==> src/logic/deafc_defines.vh <==
/*
 * constants for the debug entry and freeze control block: state codes,
 * field encodings and default sizes.
 * assumes it is included by bare name from the design files only.
 */
`ifndef DEAFC_DEFINES_VH
`define DEAFC_DEFINES_VH

// debug supervision states
`define DEAFC_ST_NORMAL     2'h0
`define DEAFC_ST_DEBUG      2'h1
`define DEAFC_ST_ROGUE      2'h2

// queued converter debug stop field: this code keeps it converting
`define DEAFC_QC_RUN_CODE   2'h0
`define DEAFC_QC_FLD_W      2

// pin sampling lanes in the synchroniser
`define DEAFC_PIN_COMP      0
`define DEAFC_PIN_DBG       1
`define DEAFC_PIN_TEST      2
`define DEAFC_PIN_CMD       3
`define DEAFC_PIN_W         4

// default instance counts
`define DEAFC_TIO_CH_DEF    8
`define DEAFC_IGF_DEF       4
`define DEAFC_SNS_CH_DEF    2

`endif

==> src/logic/deafc_freeze.v <==
/*
 * per-lane halt decision: a lane halts while debug mode is active and
 * its own freeze control is set.
 * assumes all inputs are on clk_i; halts are registered.
 */
`timescale 1ns/10ps
module deafc_freeze
#(
    parameter W = 8
)
(
    input  wire         clk_i,
    input  wire         srst_i,
    input  wire         dbg_active_i,
    input  wire [W-1:0] freeze_en_i,
    output wire [W-1:0] halt_o
);
    reg [W-1:0] halt_r;

    genvar g;
    generate
        for (g = 0; g < W; g = g + 1)
        begin : lane
            always @(posedge clk_i)
            begin
                if (srst_i)
                    halt_r[g] <= 1'b0;
                else
                    halt_r[g] <= dbg_active_i & freeze_en_i[g];
            end
        end
    endgenerate

    assign halt_o = halt_r;
endmodule

==> src/logic/deafc_sync.v <==
/*
 * two flip-flop synchroniser for a group of independent pin levels.
 * assumes each lane is a slow level; multi-bit words are not coherent.
 */
`timescale 1ns/10ps
module deafc_sync
#(
    parameter W = 4
)
(
    input  wire         clk_i,
    input  wire         srst_i,
    input  wire [W-1:0] d_i,
    output wire [W-1:0] q_o
);
    reg [W-1:0] meta_r;
    reg [W-1:0] sync_r;

    // first stage is read by the second stage only
    always @(posedge clk_i)
    begin
        if (srst_i)
        begin
            meta_r <= {W{1'b0}};
            sync_r <= {W{1'b0}};
        end
        else
        begin
            meta_r <= d_i;
            sync_r <= meta_r;
        end
    end

    assign q_o = sync_r;
endmodule

==> src/logic/deafc_top.v <==
/*
 * debug entry supervision and peripheral freeze distribution.
 * assumes pins (compliance select, debug request, test, command strobe)
 * are asynchronous; all other inputs are on CLK_I.
 */
// How it works
// - compliance select low holds tap in reset
// - compliance select high releases tap for debug
// - debug entry with select low reports fault
// - after fault recognition, tap commands are refused
// - watchdog keeps counting when freeze bit clear
// - sigma delta converter runs when freeze clear
// - queued converter runs when stop field zero
// - decimation filter unfrozen when request enable clear
// - system timer runs when freeze bit clear
// - periodic timer runs when freeze bit clear
// - timer io runs unless global and channel freeze
// - reaction module unfrozen when request enable clear
// - each glitch filter unfrozen when freeze clear
// - can controller keeps communicating when freeze clear
// - serial port completes active transfer when freeze clear
// - interprocessor link keeps transferring when freeze clear
// - interrupt controller unaffected by debug mode
// - sensor channel runs when debug enable clear
// - dma engine runs when stall enable clear
// - fault unit runs when debug control clear
// - test mode entry supervised and reported
`timescale 1ns/10ps
`include "deafc_defines.vh"
module deafc_top
#(
    parameter TIO_CH = `DEAFC_TIO_CH_DEF,
    parameter IGF_N  = `DEAFC_IGF_DEF,
    parameter SNS_CH = `DEAFC_SNS_CH_DEF
)
(
    input  wire                     CLK_I,
    input  wire                     SRST_I,
    // pins
    input  wire                     TAP_COMPLIANCE_SELECT_I,
    input  wire                     DEBUG_REQ_I,
    input  wire                     TEST_PIN_I,
    input  wire                     TAP_CMD_STROBE_I,
    // fault collection unit side
    input  wire                     FCU_DBG_FAULT_ACK_I,
    input  wire                     FCU_TEST_SUPERVISE_EN_I,
    input  wire                     FAULT_STS_CLR_I,
    // freeze controls
    input  wire                     WDOG_FREEZE_I,
    input  wire                     SDC_FREEZE_I,
    input  wire [`DEAFC_QC_FLD_W-1:0] QC_DEBUG_STOP_I,
    input  wire                     DECF_FREEZE_REQ_EN_I,
    input  wire                     STM_FREEZE_I,
    input  wire                     PIT_FREEZE_I,
    input  wire                     TIO_FREEZE_I,
    input  wire [TIO_CH-1:0]        TIO_CH_FREEZE_MASK_I,
    input  wire                     REAC_FREEZE_REQ_EN_I,
    input  wire [IGF_N-1:0]         IGF_FREEZE_I,
    input  wire                     CAN_FREEZE_I,
    input  wire                     SPP_FREEZE_I,
    input  wire                     SPP_XFER_BUSY_I,
    input  wire                     ISL_FREEZE_I,
    input  wire [SNS_CH-1:0]        SNS_DEBUG_EN_I,
    input  wire                     DMA_STALL_EN_I,
    input  wire                     FCU_DEBUG_CTRL_I,
    // tap and supervision outputs
    output wire                     TAP_RESET_O,
    output wire                     TAP_CMD_ACCEPT_O,
    output wire                     TAP_LOCKOUT_O,
    output wire                     DEBUG_ACTIVE_O,
    output wire                     FCU_DBG_FAULT_O,
    output wire                     FCU_TEST_FAULT_O,
    output wire                     DBG_FAULT_STS_O,
    output wire                     TEST_FAULT_STS_O,
    output wire                     TEST_MODE_O,
    // halts
    output wire                     WDOG_HALT_O,
    output wire                     SDC_HALT_O,
    output wire                     QC_HALT_O,
    output wire                     DECF_HALT_O,
    output wire                     STM_HALT_O,
    output wire                     PIT_HALT_O,
    output wire [TIO_CH-1:0]        TIO_CH_HALT_O,
    output wire                     REAC_HALT_O,
    output wire [IGF_N-1:0]         IGF_HALT_O,
    output wire                     CAN_HALT_O,
    output wire                     SPP_HALT_O,
    output wire                     ISL_HALT_O,
    output wire                     INTERRUPT_CONTROLLER_HALT_O,
    output wire [SNS_CH-1:0]        SNS_HALT_O,
    output wire                     DMA_HALT_O,
    output wire                     FCU_HALT_O
);
    // freeze lane layout, lsb first
    localparam L_WDOG = 0;
    localparam L_SDC  = 1;
    localparam L_QC   = 2;
    localparam L_DECF = 3;
    localparam L_STM  = 4;
    localparam L_PIT  = 5;
    localparam L_REAC = 6;
    localparam L_CAN  = 7;
    localparam L_ISL  = 8;
    localparam L_DMA  = 9;
    localparam L_FCU  = 10;
    localparam L_TIO  = 11;
    localparam L_IGF  = L_TIO + TIO_CH;
    localparam L_SNS  = L_IGF + IGF_N;
    localparam LANES  = L_SNS + SNS_CH;

    // supervision state codes
    localparam [1:0] ST_NORMAL = `DEAFC_ST_NORMAL;
    localparam [1:0] ST_DEBUG  = `DEAFC_ST_DEBUG;
    localparam [1:0] ST_ROGUE  = `DEAFC_ST_ROGUE;

    // any non-run code of the stop field freezes the converter
    function qc_stops;
        input [`DEAFC_QC_FLD_W-1:0] fld;
        begin
            qc_stops = (fld != `DEAFC_QC_RUN_CODE);
        end
    endfunction

    wire [`DEAFC_PIN_W-1:0] pin_s;
    wire                    comp_s;
    wire                    dbg_req_s;
    wire                    test_s;
    wire                    cmd_s;

    reg  [1:0]       state_r;
    reg  [1:0]       state_nxt;
    reg              cmd_d_r;
    reg              test_d_r;
    reg              lockout_r;
    reg              cmd_accept_r;
    reg              dbg_fault_r;
    reg              test_fault_r;
    reg              dbg_sts_r;
    reg              test_sts_r;
    reg              spp_halt_r;
    reg              interrupt_controller_halt_r;
    reg              dbg_fault_nxt;
    wire             dbg_active;
    wire             cmd_rise;
    wire             test_rise;
    wire [LANES-1:0] frz_en;
    wire [LANES-1:0] halt;

    deafc_sync
    #(
        .W (`DEAFC_PIN_W)
    )
    u_sync
    (
        .clk_i  (CLK_I),
        .srst_i (SRST_I),
        .d_i    ({TAP_CMD_STROBE_I, TEST_PIN_I, DEBUG_REQ_I,
                  TAP_COMPLIANCE_SELECT_I}),
        .q_o    (pin_s)
    );

    assign comp_s    = pin_s[`DEAFC_PIN_COMP];
    assign dbg_req_s = pin_s[`DEAFC_PIN_DBG];
    assign test_s    = pin_s[`DEAFC_PIN_TEST];
    assign cmd_s     = pin_s[`DEAFC_PIN_CMD];

    // debug supervision; a debug request with select low is only seen
    // through a failure, so the rogue state exists to be reported
    always @*
    begin
        state_nxt     = state_r;
        dbg_fault_nxt = 1'b0;
        case (state_r)
            ST_NORMAL:
            begin
                if (dbg_req_s && comp_s)
                    state_nxt = ST_DEBUG;
                else if (dbg_req_s)
                begin
                    state_nxt     = ST_ROGUE;
                    dbg_fault_nxt = 1'b1;
                end
            end
            ST_DEBUG:
            begin
                if (!dbg_req_s || !comp_s)
                    state_nxt = ST_NORMAL;
            end
            ST_ROGUE:
            begin
                if (!dbg_req_s)
                    state_nxt = ST_NORMAL;
            end
            default:
                state_nxt = ST_NORMAL;
        endcase
    end

    always @(posedge CLK_I)
    begin
        if (SRST_I)
        begin
            state_r     <= ST_NORMAL;
            dbg_fault_r <= 1'b0;
        end
        else
        begin
            state_r     <= state_nxt;
            dbg_fault_r <= dbg_fault_nxt;
        end
    end

    assign dbg_active = (state_r != ST_NORMAL);

    // lockout is sticky until reset: once the fault unit has seen a
    // rogue entry, no later tap command strobe is accepted
    always @(posedge CLK_I)
    begin
        if (SRST_I)
            lockout_r <= 1'b0;
        else if (FCU_DBG_FAULT_ACK_I)
            lockout_r <= 1'b1;
    end

    assign cmd_rise = cmd_s & ~cmd_d_r;

    always @(posedge CLK_I)
    begin
        if (SRST_I)
        begin
            cmd_d_r      <= 1'b0;
            cmd_accept_r <= 1'b0;
        end
        else
        begin
            cmd_d_r      <= cmd_s;
            cmd_accept_r <= cmd_rise & comp_s & ~lockout_r;
        end
    end

    // test mode supervision; reporting is optional by configuration
    assign test_rise = test_s & ~test_d_r;

    always @(posedge CLK_I)
    begin
        if (SRST_I)
        begin
            test_d_r     <= 1'b0;
            test_fault_r <= 1'b0;
        end
        else
        begin
            test_d_r     <= test_s;
            test_fault_r <= test_rise & FCU_TEST_SUPERVISE_EN_I;
        end
    end

    // sticky fault status; a new event in the clear cycle wins
    always @(posedge CLK_I)
    begin
        if (SRST_I)
        begin
            dbg_sts_r  <= 1'b0;
            test_sts_r <= 1'b0;
        end
        else
        begin
            if (dbg_fault_r)
                dbg_sts_r <= 1'b1;
            else if (FAULT_STS_CLR_I)
                dbg_sts_r <= 1'b0;
            if (test_fault_r)
                test_sts_r <= 1'b1;
            else if (FAULT_STS_CLR_I)
                test_sts_r <= 1'b0;
        end
    end

    // freeze enables; a clear control keeps the lane running
    assign frz_en[L_WDOG] = WDOG_FREEZE_I;
    assign frz_en[L_SDC]  = SDC_FREEZE_I;
    assign frz_en[L_QC]   = qc_stops(QC_DEBUG_STOP_I);
    assign frz_en[L_DECF] = DECF_FREEZE_REQ_EN_I;
    assign frz_en[L_STM]  = STM_FREEZE_I;
    assign frz_en[L_PIT]  = PIT_FREEZE_I;
    assign frz_en[L_REAC] = REAC_FREEZE_REQ_EN_I;
    assign frz_en[L_CAN]  = CAN_FREEZE_I;
    assign frz_en[L_ISL]  = ISL_FREEZE_I;
    assign frz_en[L_DMA]  = DMA_STALL_EN_I;
    assign frz_en[L_FCU]  = FCU_DEBUG_CTRL_I;
    assign frz_en[L_IGF+IGF_N-1:L_IGF] = IGF_FREEZE_I;
    assign frz_en[L_SNS+SNS_CH-1:L_SNS] = SNS_DEBUG_EN_I;
    // a channel halts only when both global and channel freeze are set
    assign frz_en[L_TIO+TIO_CH-1:L_TIO] =
        {TIO_CH{TIO_FREEZE_I}} & TIO_CH_FREEZE_MASK_I;

    deafc_freeze
    #(
        .W (LANES)
    )
    u_freeze
    (
        .clk_i        (CLK_I),
        .srst_i       (SRST_I),
        .dbg_active_i (dbg_active),
        .freeze_en_i  (frz_en),
        .halt_o       (halt)
    );

    // serial port: a freeze waits for the running transfer to end, and
    // with freeze clear it never halts, so transfers always complete
    always @(posedge CLK_I)
    begin
        if (SRST_I)
            spp_halt_r <= 1'b0;
        else if (!dbg_active || !SPP_FREEZE_I)
            spp_halt_r <= 1'b0;
        else if (!SPP_XFER_BUSY_I)
            spp_halt_r <= 1'b1;
    end

    // the interrupt controller has no freeze control at all
    always @(posedge CLK_I)
    begin
        if (SRST_I)
            interrupt_controller_halt_r <= 1'b0;
        else
            interrupt_controller_halt_r <= 1'b0;
    end

    assign TAP_RESET_O      = ~comp_s;
    assign TAP_CMD_ACCEPT_O = cmd_accept_r;
    assign TAP_LOCKOUT_O    = lockout_r;
    assign DEBUG_ACTIVE_O   = dbg_active;
    assign FCU_DBG_FAULT_O  = dbg_fault_r;
    assign FCU_TEST_FAULT_O = test_fault_r;
    assign DBG_FAULT_STS_O  = dbg_sts_r;
    assign TEST_FAULT_STS_O = test_sts_r;
    assign TEST_MODE_O      = test_d_r;

    assign WDOG_HALT_O   = halt[L_WDOG];
    assign SDC_HALT_O    = halt[L_SDC];
    assign QC_HALT_O     = halt[L_QC];
    assign DECF_HALT_O   = halt[L_DECF];
    assign STM_HALT_O    = halt[L_STM];
    assign PIT_HALT_O    = halt[L_PIT];
    assign REAC_HALT_O   = halt[L_REAC];
    assign CAN_HALT_O    = halt[L_CAN];
    assign ISL_HALT_O    = halt[L_ISL];
    assign DMA_HALT_O    = halt[L_DMA];
    assign FCU_HALT_O    = halt[L_FCU];
    assign TIO_CH_HALT_O = halt[L_TIO+TIO_CH-1:L_TIO];
    assign IGF_HALT_O    = halt[L_IGF+IGF_N-1:L_IGF];
    assign SNS_HALT_O    = halt[L_SNS+SNS_CH-1:L_SNS];
    assign SPP_HALT_O    = spp_halt_r;
    assign INTERRUPT_CONTROLLER_HALT_O   = interrupt_controller_halt_r;
endmodule

==> config.mk <==
export PLATFORM = sky130hd
export DESIGN_NAME = deafc_top
export DESIGN_NICKNAME = d
export VERILOG_FILES = /design/src/logic/deafc_freeze.v /design/src/logic/deafc_sync.v /design/src/logic/deafc_top.v
export VERILOG_INCLUDE_DIRS = /design/src /design/src/logic
export SDC_FILE = /design/constraint.sdc
export NUM_CORES = 1
export LEC_CHECK = 0
export BUFFER_PORTS_ARGS = -buffer_cell sky130_fd_sc_hd__buf_2
export CORE_UTILIZATION = 38
export DETAILED_ROUTE_END_ITERATION = 7
export MAX_ROUTING_LAYER = met4
export PLACE_DENSITY_LB_ADDON = 0.05
export REMOVE_ABC_BUFFERS = 1
export SETUP_SLACK_MARGIN = 0.2
export SLEW_MARGIN = 5
export SYNTH_ARGS = -nofsm -noshare
export SYNTH_HDL_FRONTEND = slang
export SYNTH_SLANG_ARGS = --single-unit
==> constraint.sdc <==
create_clock -name CLK_I -period 1 [get_ports CLK_I]
set_input_delay 0.2 -clock CLK_I [delete_from_list [all_inputs] [get_ports CLK_I]]
set_output_delay 0.2 -clock CLK_I [all_outputs]
set_load 0.05 [all_outputs]
==> results.sh, run 1 <==
export IMPL_outcome="complete, but fails checks"
export IMPL_violations="setup timing"
export IMPL_gp_congestion=0.5821
export IMPL_synthToLayoutAreaGrowth_pct=86.82
export IMPL_dr_pass1_iters=4
export IMPL_leakage_nw=1.071
export IMPL_synth_cells=105
export IMPL_slew_viol_final=0
export IMPL_first_iter_violations=17
export IMPL_path_class="flop to output pin"
export IMPL_yosysTopAreaCell="dfxtp_1"
export IMPL_setup_violations=55
export IMPL_top_layer_used="met4"
export IMPL_cp_data_arrival_time_ns=0.98
export IMPL_maxCapViolations=0
export IMPL_insertion_delay_ns=0.35
export IMPL_powerDensity_nw_per_um2=1260
export IMPL_synth_top_area_share_pct=68.22
export IMPL_die_height_um=60.29
export IMPL_drc=0
export IMPL_worstSetupEndpointType="output pin"
export IMPL_final_cells=243
export IMPL_place_inst=224
export IMPL_drt_met1_wl_mm=1.207
export IMPL_numPortBuffers=72
export IMPL_synth_area_leaders="dfxtp_1 (68%), and2_4 (6.1%), nor2b_1 (4.8%)"
export IMPL_synth_ff_type="dfxtp_1"
export IMPL_start_util_pct=41.28
export IMPL_crit_fanout=2
export IMPL_numClockSinks=44
export IMPL_hp_class="input pin to flop"
export IMPL_fin_ws_ns=-0.1822
export IMPL_die_area_um2=3635
export IMPL_synth_edf_count=0
export IMPL_rsz0062_at_grt="yes"
export IMPL_ys_seq_area_share_pct=68.22
export IMPL_die_w_um=60.29
export IMPL_track_usage_pct=19.09
export IMPL_gr_total_overflow=0
export IMPL_synthTopCellsByCount="dfxtp_1 (44), nor2b_1 (10), and2_4 (9), and2_1 (7), nor3b_1 (7)"
export IMPL_coreArea_um2=3128
export IMPL_wl_met2_mm=1.857
export IMPL_cts_root_buf="clkbuf_4"
export IMPL_rows=20
export IMPL_drive_gt1_share_pct=82.41
export IMPL_via_per_inst=4.457
export IMPL_grt_max_degree=14
export IMPL_vdd_drop_max_uv=991.9
export IMPL_tritoncts="yes"
export IMPL_io_pins=74
export IMPL_synthArstFlopShare_pct=0
export IMPL_cp_start_kind="flop"
export IMPL_final_fill_count=195
export IMPL_yosysWarnings=0
export IMPL_avgRoutedWirePerCell_um=13.66
export IMPL_final_nets=236
export IMPL_wl_mm=3.319
export IMPL_period_share_pct=118.2
export IMPL_avgSynthCellArea_um2=12.30
export IMPL_holdWs_ns=0.03755
export IMPL_grt_pass1_vias=1054
export IMPL_max_freq_mhz=845.9
export IMPL_grt_pass1_wl_mm=4.636
export IMPL_dp_hpwl_mm=1.644
export IMPL_hold_viol_final=0
export IMPL_cts_buffers=5
export IMPL_met3_length_um=218
export IMPL_ant_nets=0
export IMPL_syn_cell_area_um2=1291
export IMPL_vias=1083
export IMPL_synth_distinct_cells=21
export IMPL_fin_skew_ns=0.006529
export IMPL_fin_crit_ns=1.182
export IMPL_required_ns=0.80
export IMPL_antenna_found_initial=0
export IMPL_ys_ff_latch=44
export IMPL_antenna_cells=0
export IMPL_clk_pin_slew_ns=0.12
export IMPL_synth_most_common_cell="dfxtp_1"
export IMPL_htreeDepth=2
export IMPL_cts_path_max_buffers=2
layout make-up:
type	instances	area (um^2)	share of cell area (%)
Clock buffer	7	55.05	2.282
Timing Repair Buffer	86	823.3	34.13
Inverter	4	15.01	0.6224
Sequential cell	44	925.9	38.38
Tap cell	44	55.05	2.282
Multi-Input combinational cell	57	530.5	21.99
Clock inverter	1	7.507	0.3112
what timing repair did:
item,4_1_cts,5_1_grt
hold buffers,0,0
endpoints found under the setup margin,62,65
cloned,3,0
pin swaps,6,8
setup buffers,4,4
resized for setup,131,41
cell families (layout without fill, tap and decap cells):
logic type / after synthesis / count (layout) / synth area share [%]
flip-flops: 44 / 44 / 68.22
AND/OR/NAND/NOR: 49 / 49 / 25.87
buffers and inverters: 7 / 98 / 3.003
AO/OA/AOI/OAI: 4 / 7 / 2.617
other: 1 / 1 / 0.2904
routing by layer:
layer / track usage, % / up-vias
met3: 7.576 / 6
met5: - / -
met1: 18.32 / 510
met4: 7.641 / 0
met2: 33.75 / 49
li1: - / 518
worst paths after layout:
kind	start	endpoint	slack [ns]	depth (start not counted)
worst min register to register	cmd_d_r	TAP_CMD_ACCEPT_O	0.45	1
worst max register to register	state_r[1]	u_freeze.halt_o[11]	-0.11	4
worst max-delay path	state_r[1]	DEBUG_ACTIVE_O	-0.18	3
worst min-delay path	IGF_FREEZE_I[3]	u_freeze.halt_o[22]	0.04	2
state kept, by name, indices dropped and copies added, names as in the netlist:
name,flops
FCU_DBG_FAULT_O,1
TAP_CMD_ACCEPT_O,1
TEST_MODE_O,1
u_sync.meta_r,4
cmd_d_r,1
SPP_HALT_O,1
TAP_LOCKOUT_O,1
TEST_FAULT_STS_O,1
u_sync.q_o,4
DBG_FAULT_STS_O,1
FCU_TEST_FAULT_O,1
state_r,2
u_freeze.halt_o,25
placed cells by master, fill, tap and decap left out, types with 2 or more instances in the layout:
master,n
and2_4,14
nor2_1,2
nor3_2,2
buf_2,37
nor3b_2,6
dfxtp_2,36
buf_6,8
buf_4,9
a21oi_1,2
o21ba_4,4
and3_4,2
nor2b_1,9
clkbuf_4,5
nand2b_1,5
inv_1,2
inv_2,2
buf_8,32
dfxtp_1,8
and2_1,2
power by group:
group          internal, mW  switching (mW)  leakage [nW]
clock network         0.345           0.541        0.0315
logic                 0.177           0.166         0.665
registers              1.79          0.0199         0.375
per-stage QoR:
stage	setup TNS [ns]	total power [mW]	util, %	worst slack, ns	cell area (um^2)
2_1_floorplan	-0.1433	1.964	-	-0.1433	1267
3_3_place_gp	0	2.075	55.24	0.08439	1728
3_5_place_dp	0	2.080	55.24	0.04566	1728
4_1_cts	-2.121	3.025	71.20	-0.2138	2227
5_1_grt	-5.182	3.177	77.12	-0.2351	2412
6_report	-3.437	3.039	77.12	-0.1822	2412
worst max-delay path, stage by stage (launching register included):
cell     delay, ns
dfxtp_2       0.35
nor2_4        0.11
inv_2         0.04
buf_6         0.14
Note: power is estimated with default switching activity, not from simulation.
==> inputs of run 2 (changes only) <==
GPL_TIMING_DRIVEN = 0   (was default)
HOLD_SLACK_MARGIN = 0.15   (was default)
==> run 2 against run 1 <==
  * Clock power fell by 12%
  * Clock skew rose by 0.0074 ns
  * Largest cell class is now non-clock buffers
  * Critical path type unchanged
  * Critical endpoint unchanged
  * Cell count rose by 12%
  * Global-route usage rose by 4.1 points
  * The run still ends with setup timing left
  * Sequential power barely moved
==> results.sh, run 2 (same netlist as run 1, synthesis figures left out) <==
export IMPL_start_util_pct=41.28
export IMPL_final_nets=269
export IMPL_cts_hold_buf=34
export IMPL_fin_skew_ns=0.01395
export IMPL_dp_slack_ns=-0.2403
export IMPL_largest_register_ff_count=25
export IMPL_fin_crit_ns=1.262
export IMPL_rrSetupSlack_ns=-0.11
export IMPL_drc=0
export IMPL_coreArea_um2=3128
export IMPL_drive_gt1_share_pct=69.87
export IMPL_total_power_mw=3.036
export IMPL_via_per_inst=4.487
export IMPL_clk_pin_slew_ns=0.13
export IMPL_vdd_drop_max_uv=878.1
export IMPL_setup_violations=62
export IMPL_numPortBuffers=72
export IMPL_wl_mm=4.452
export IMPL_holdWs_ns=0.1243
export IMPL_crit_fanout=2
export IMPL_antenna_cells=0
export IMPL_final_cell_mix="buf_2 (37), dfxtp_2 (34), dlygate4sd3_1 (34), buf_8 (34), and2_4 (15)"
export IMPL_tritoncts="yes"
export IMPL_grt_max_degree=20
export IMPL_maxCapViolations=0
export IMPL_track_usage_pct=23.22
export IMPL_grt_pass1_wl_mm=5.727
export IMPL_drt_met1_wl_mm=1.768
export IMPL_htreeDepth=2
export IMPL_worstSetupEndpointType="output pin"
export IMPL_required_ns=0.80
export IMPL_max_freq_mhz=792.5
export IMPL_path_class="flop to output pin"
export IMPL_pwr_share_seq_pct=59.5
export IMPL_die_height_um=60.29
export IMPL_met3_length_um=225
export IMPL_die_area_um2=3635
export IMPL_placed_area_um2=1683
export IMPL_gr_total_overflow=0
export IMPL_synthToLayoutAreaGrowth_pct=112.1
export IMPL_cts_root_buf="clkbuf_4"
export IMPL_cts_path_max_buffers=2
export IMPL_dr_pass1_iters=6
export IMPL_leakage_nw=1.208
export IMPL_fin_ws_ns=-0.2619
export IMPL_cp_start_kind="flop"
export IMPL_slew_viol_final=0
export IMPL_io_pins=74
export IMPL_finalInstanceArea_um2=2739
export IMPL_violations="setup timing"
export IMPL_vias=1225
export IMPL_switching_share_pct=24.99
export IMPL_powerDensity_nw_per_um2=1108
export IMPL_hp_class="input pin to flop"
export IMPL_pwr_share_clk_pct=25.7
export IMPL_cts_buffers=5
export IMPL_ant_nets=0
export IMPL_p_int_mw=2.277
export IMPL_grt_pass1_vias=1223
export IMPL_first_iter_violations=29
export IMPL_period_share_pct=126.2
export IMPL_wl_met2_mm=2.306
export IMPL_cp_data_arrival_time_ns=1.06
export IMPL_rsz0062_at_grt="yes"
export IMPL_rows=20
export IMPL_insertion_delay_ns=0.36
export IMPL_final_common_cell="buf_2"
export IMPL_gp_congestion=0.6203
export IMPL_antenna_found_initial=0
export IMPL_p_sw_mw=0.7587
export IMPL_numClockSinks=44
export IMPL_hold_viol_final=0
export IMPL_die_w_um=60.29
export IMPL_power_frac_comb_pct=14.8
export IMPL_top_layer_used="met4"
export IMPL_outcome="complete, but fails checks"
export IMPL_avgRoutedWirePerCell_um=16.31
==> run 2: cell types whose count changed in the layout (fill, tap and decap cells not counted), moves of 2 or more <==
cell / delta
buf_4: -3
dlygate4sd3_1: +34
buf_8: +2
dfxtp_4: +2
dfxtp_2: -2
==> run 2: metrics by stage <==
step	utilization, %	instances	setup TNS (ns)
after floorplan	-	102	-0.1433
after global placement	53.80	218	-0.2678
after detailed placement	53.80	218	-0.7236
after CTS	81.24	268	-1.668
after global routing	87.56	273	-6.104
final	87.56	273	-4.354
==> run 2: layer usage <==
layer,global-route usage [%],vias to the layer above
met3,6.277,14
met5,-,-
li1,-,583
met4,8.306,0
met2,40.35,60
met1,25.10,568
==> run 2: area by class of cell <==
class	instances	area [um^2]
timing repair buffer	119	1171
sequential	44	930.9
multi-input combinational	57	529.3
fill	131	389.1
tap	44	55.05
clock buffer	5	37.54
inverter	4	15.01
==> run 2: worst paths after layout <==
kind,startpoint,to,cells past startpoint
max,state_r[1],DEBUG_ACTIVE_O,3
min,FAULT_STS_CLR_I,TEST_FAULT_STS_O,3
max reg2reg,state_r[0],u_freeze.halt_o[11],4
min reg2reg,u_sync.meta_r[2],u_sync.q_o[2],1
==> run 2: power groups by stage <==
stage / sequential (mW) / combinational [mW] / clock (mW)
6_report: 1.81 / 0.451 / 0.779
5_1_grt: 1.81 / 0.474 / 0.877
2_1_floorplan: 1.90 / 0.0662 / 0
4_1_cts: 1.80 / 0.406 / 0.751
3_3_place_gp: 1.84 / 0.225 / 0
3_5_place_dp: 1.84 / 0.230 / 0
==> run 2: timing repair <==
item                                    4_1_cts  5_1_grt
pin swaps                                    12        6
endpoints found under the hold margin        34        2
endpoints found under the setup margin       62       65
buffers inserted                              8        5
gates resized for setup                     136       41
cloned                                        3        0
==> run 2: critical path, cell delays in order (launching register included) <==
cell and delay, ns:
dfxtp_4 0.39, nor2_4 0.12, inv_2 0.05, buf_6 0.14
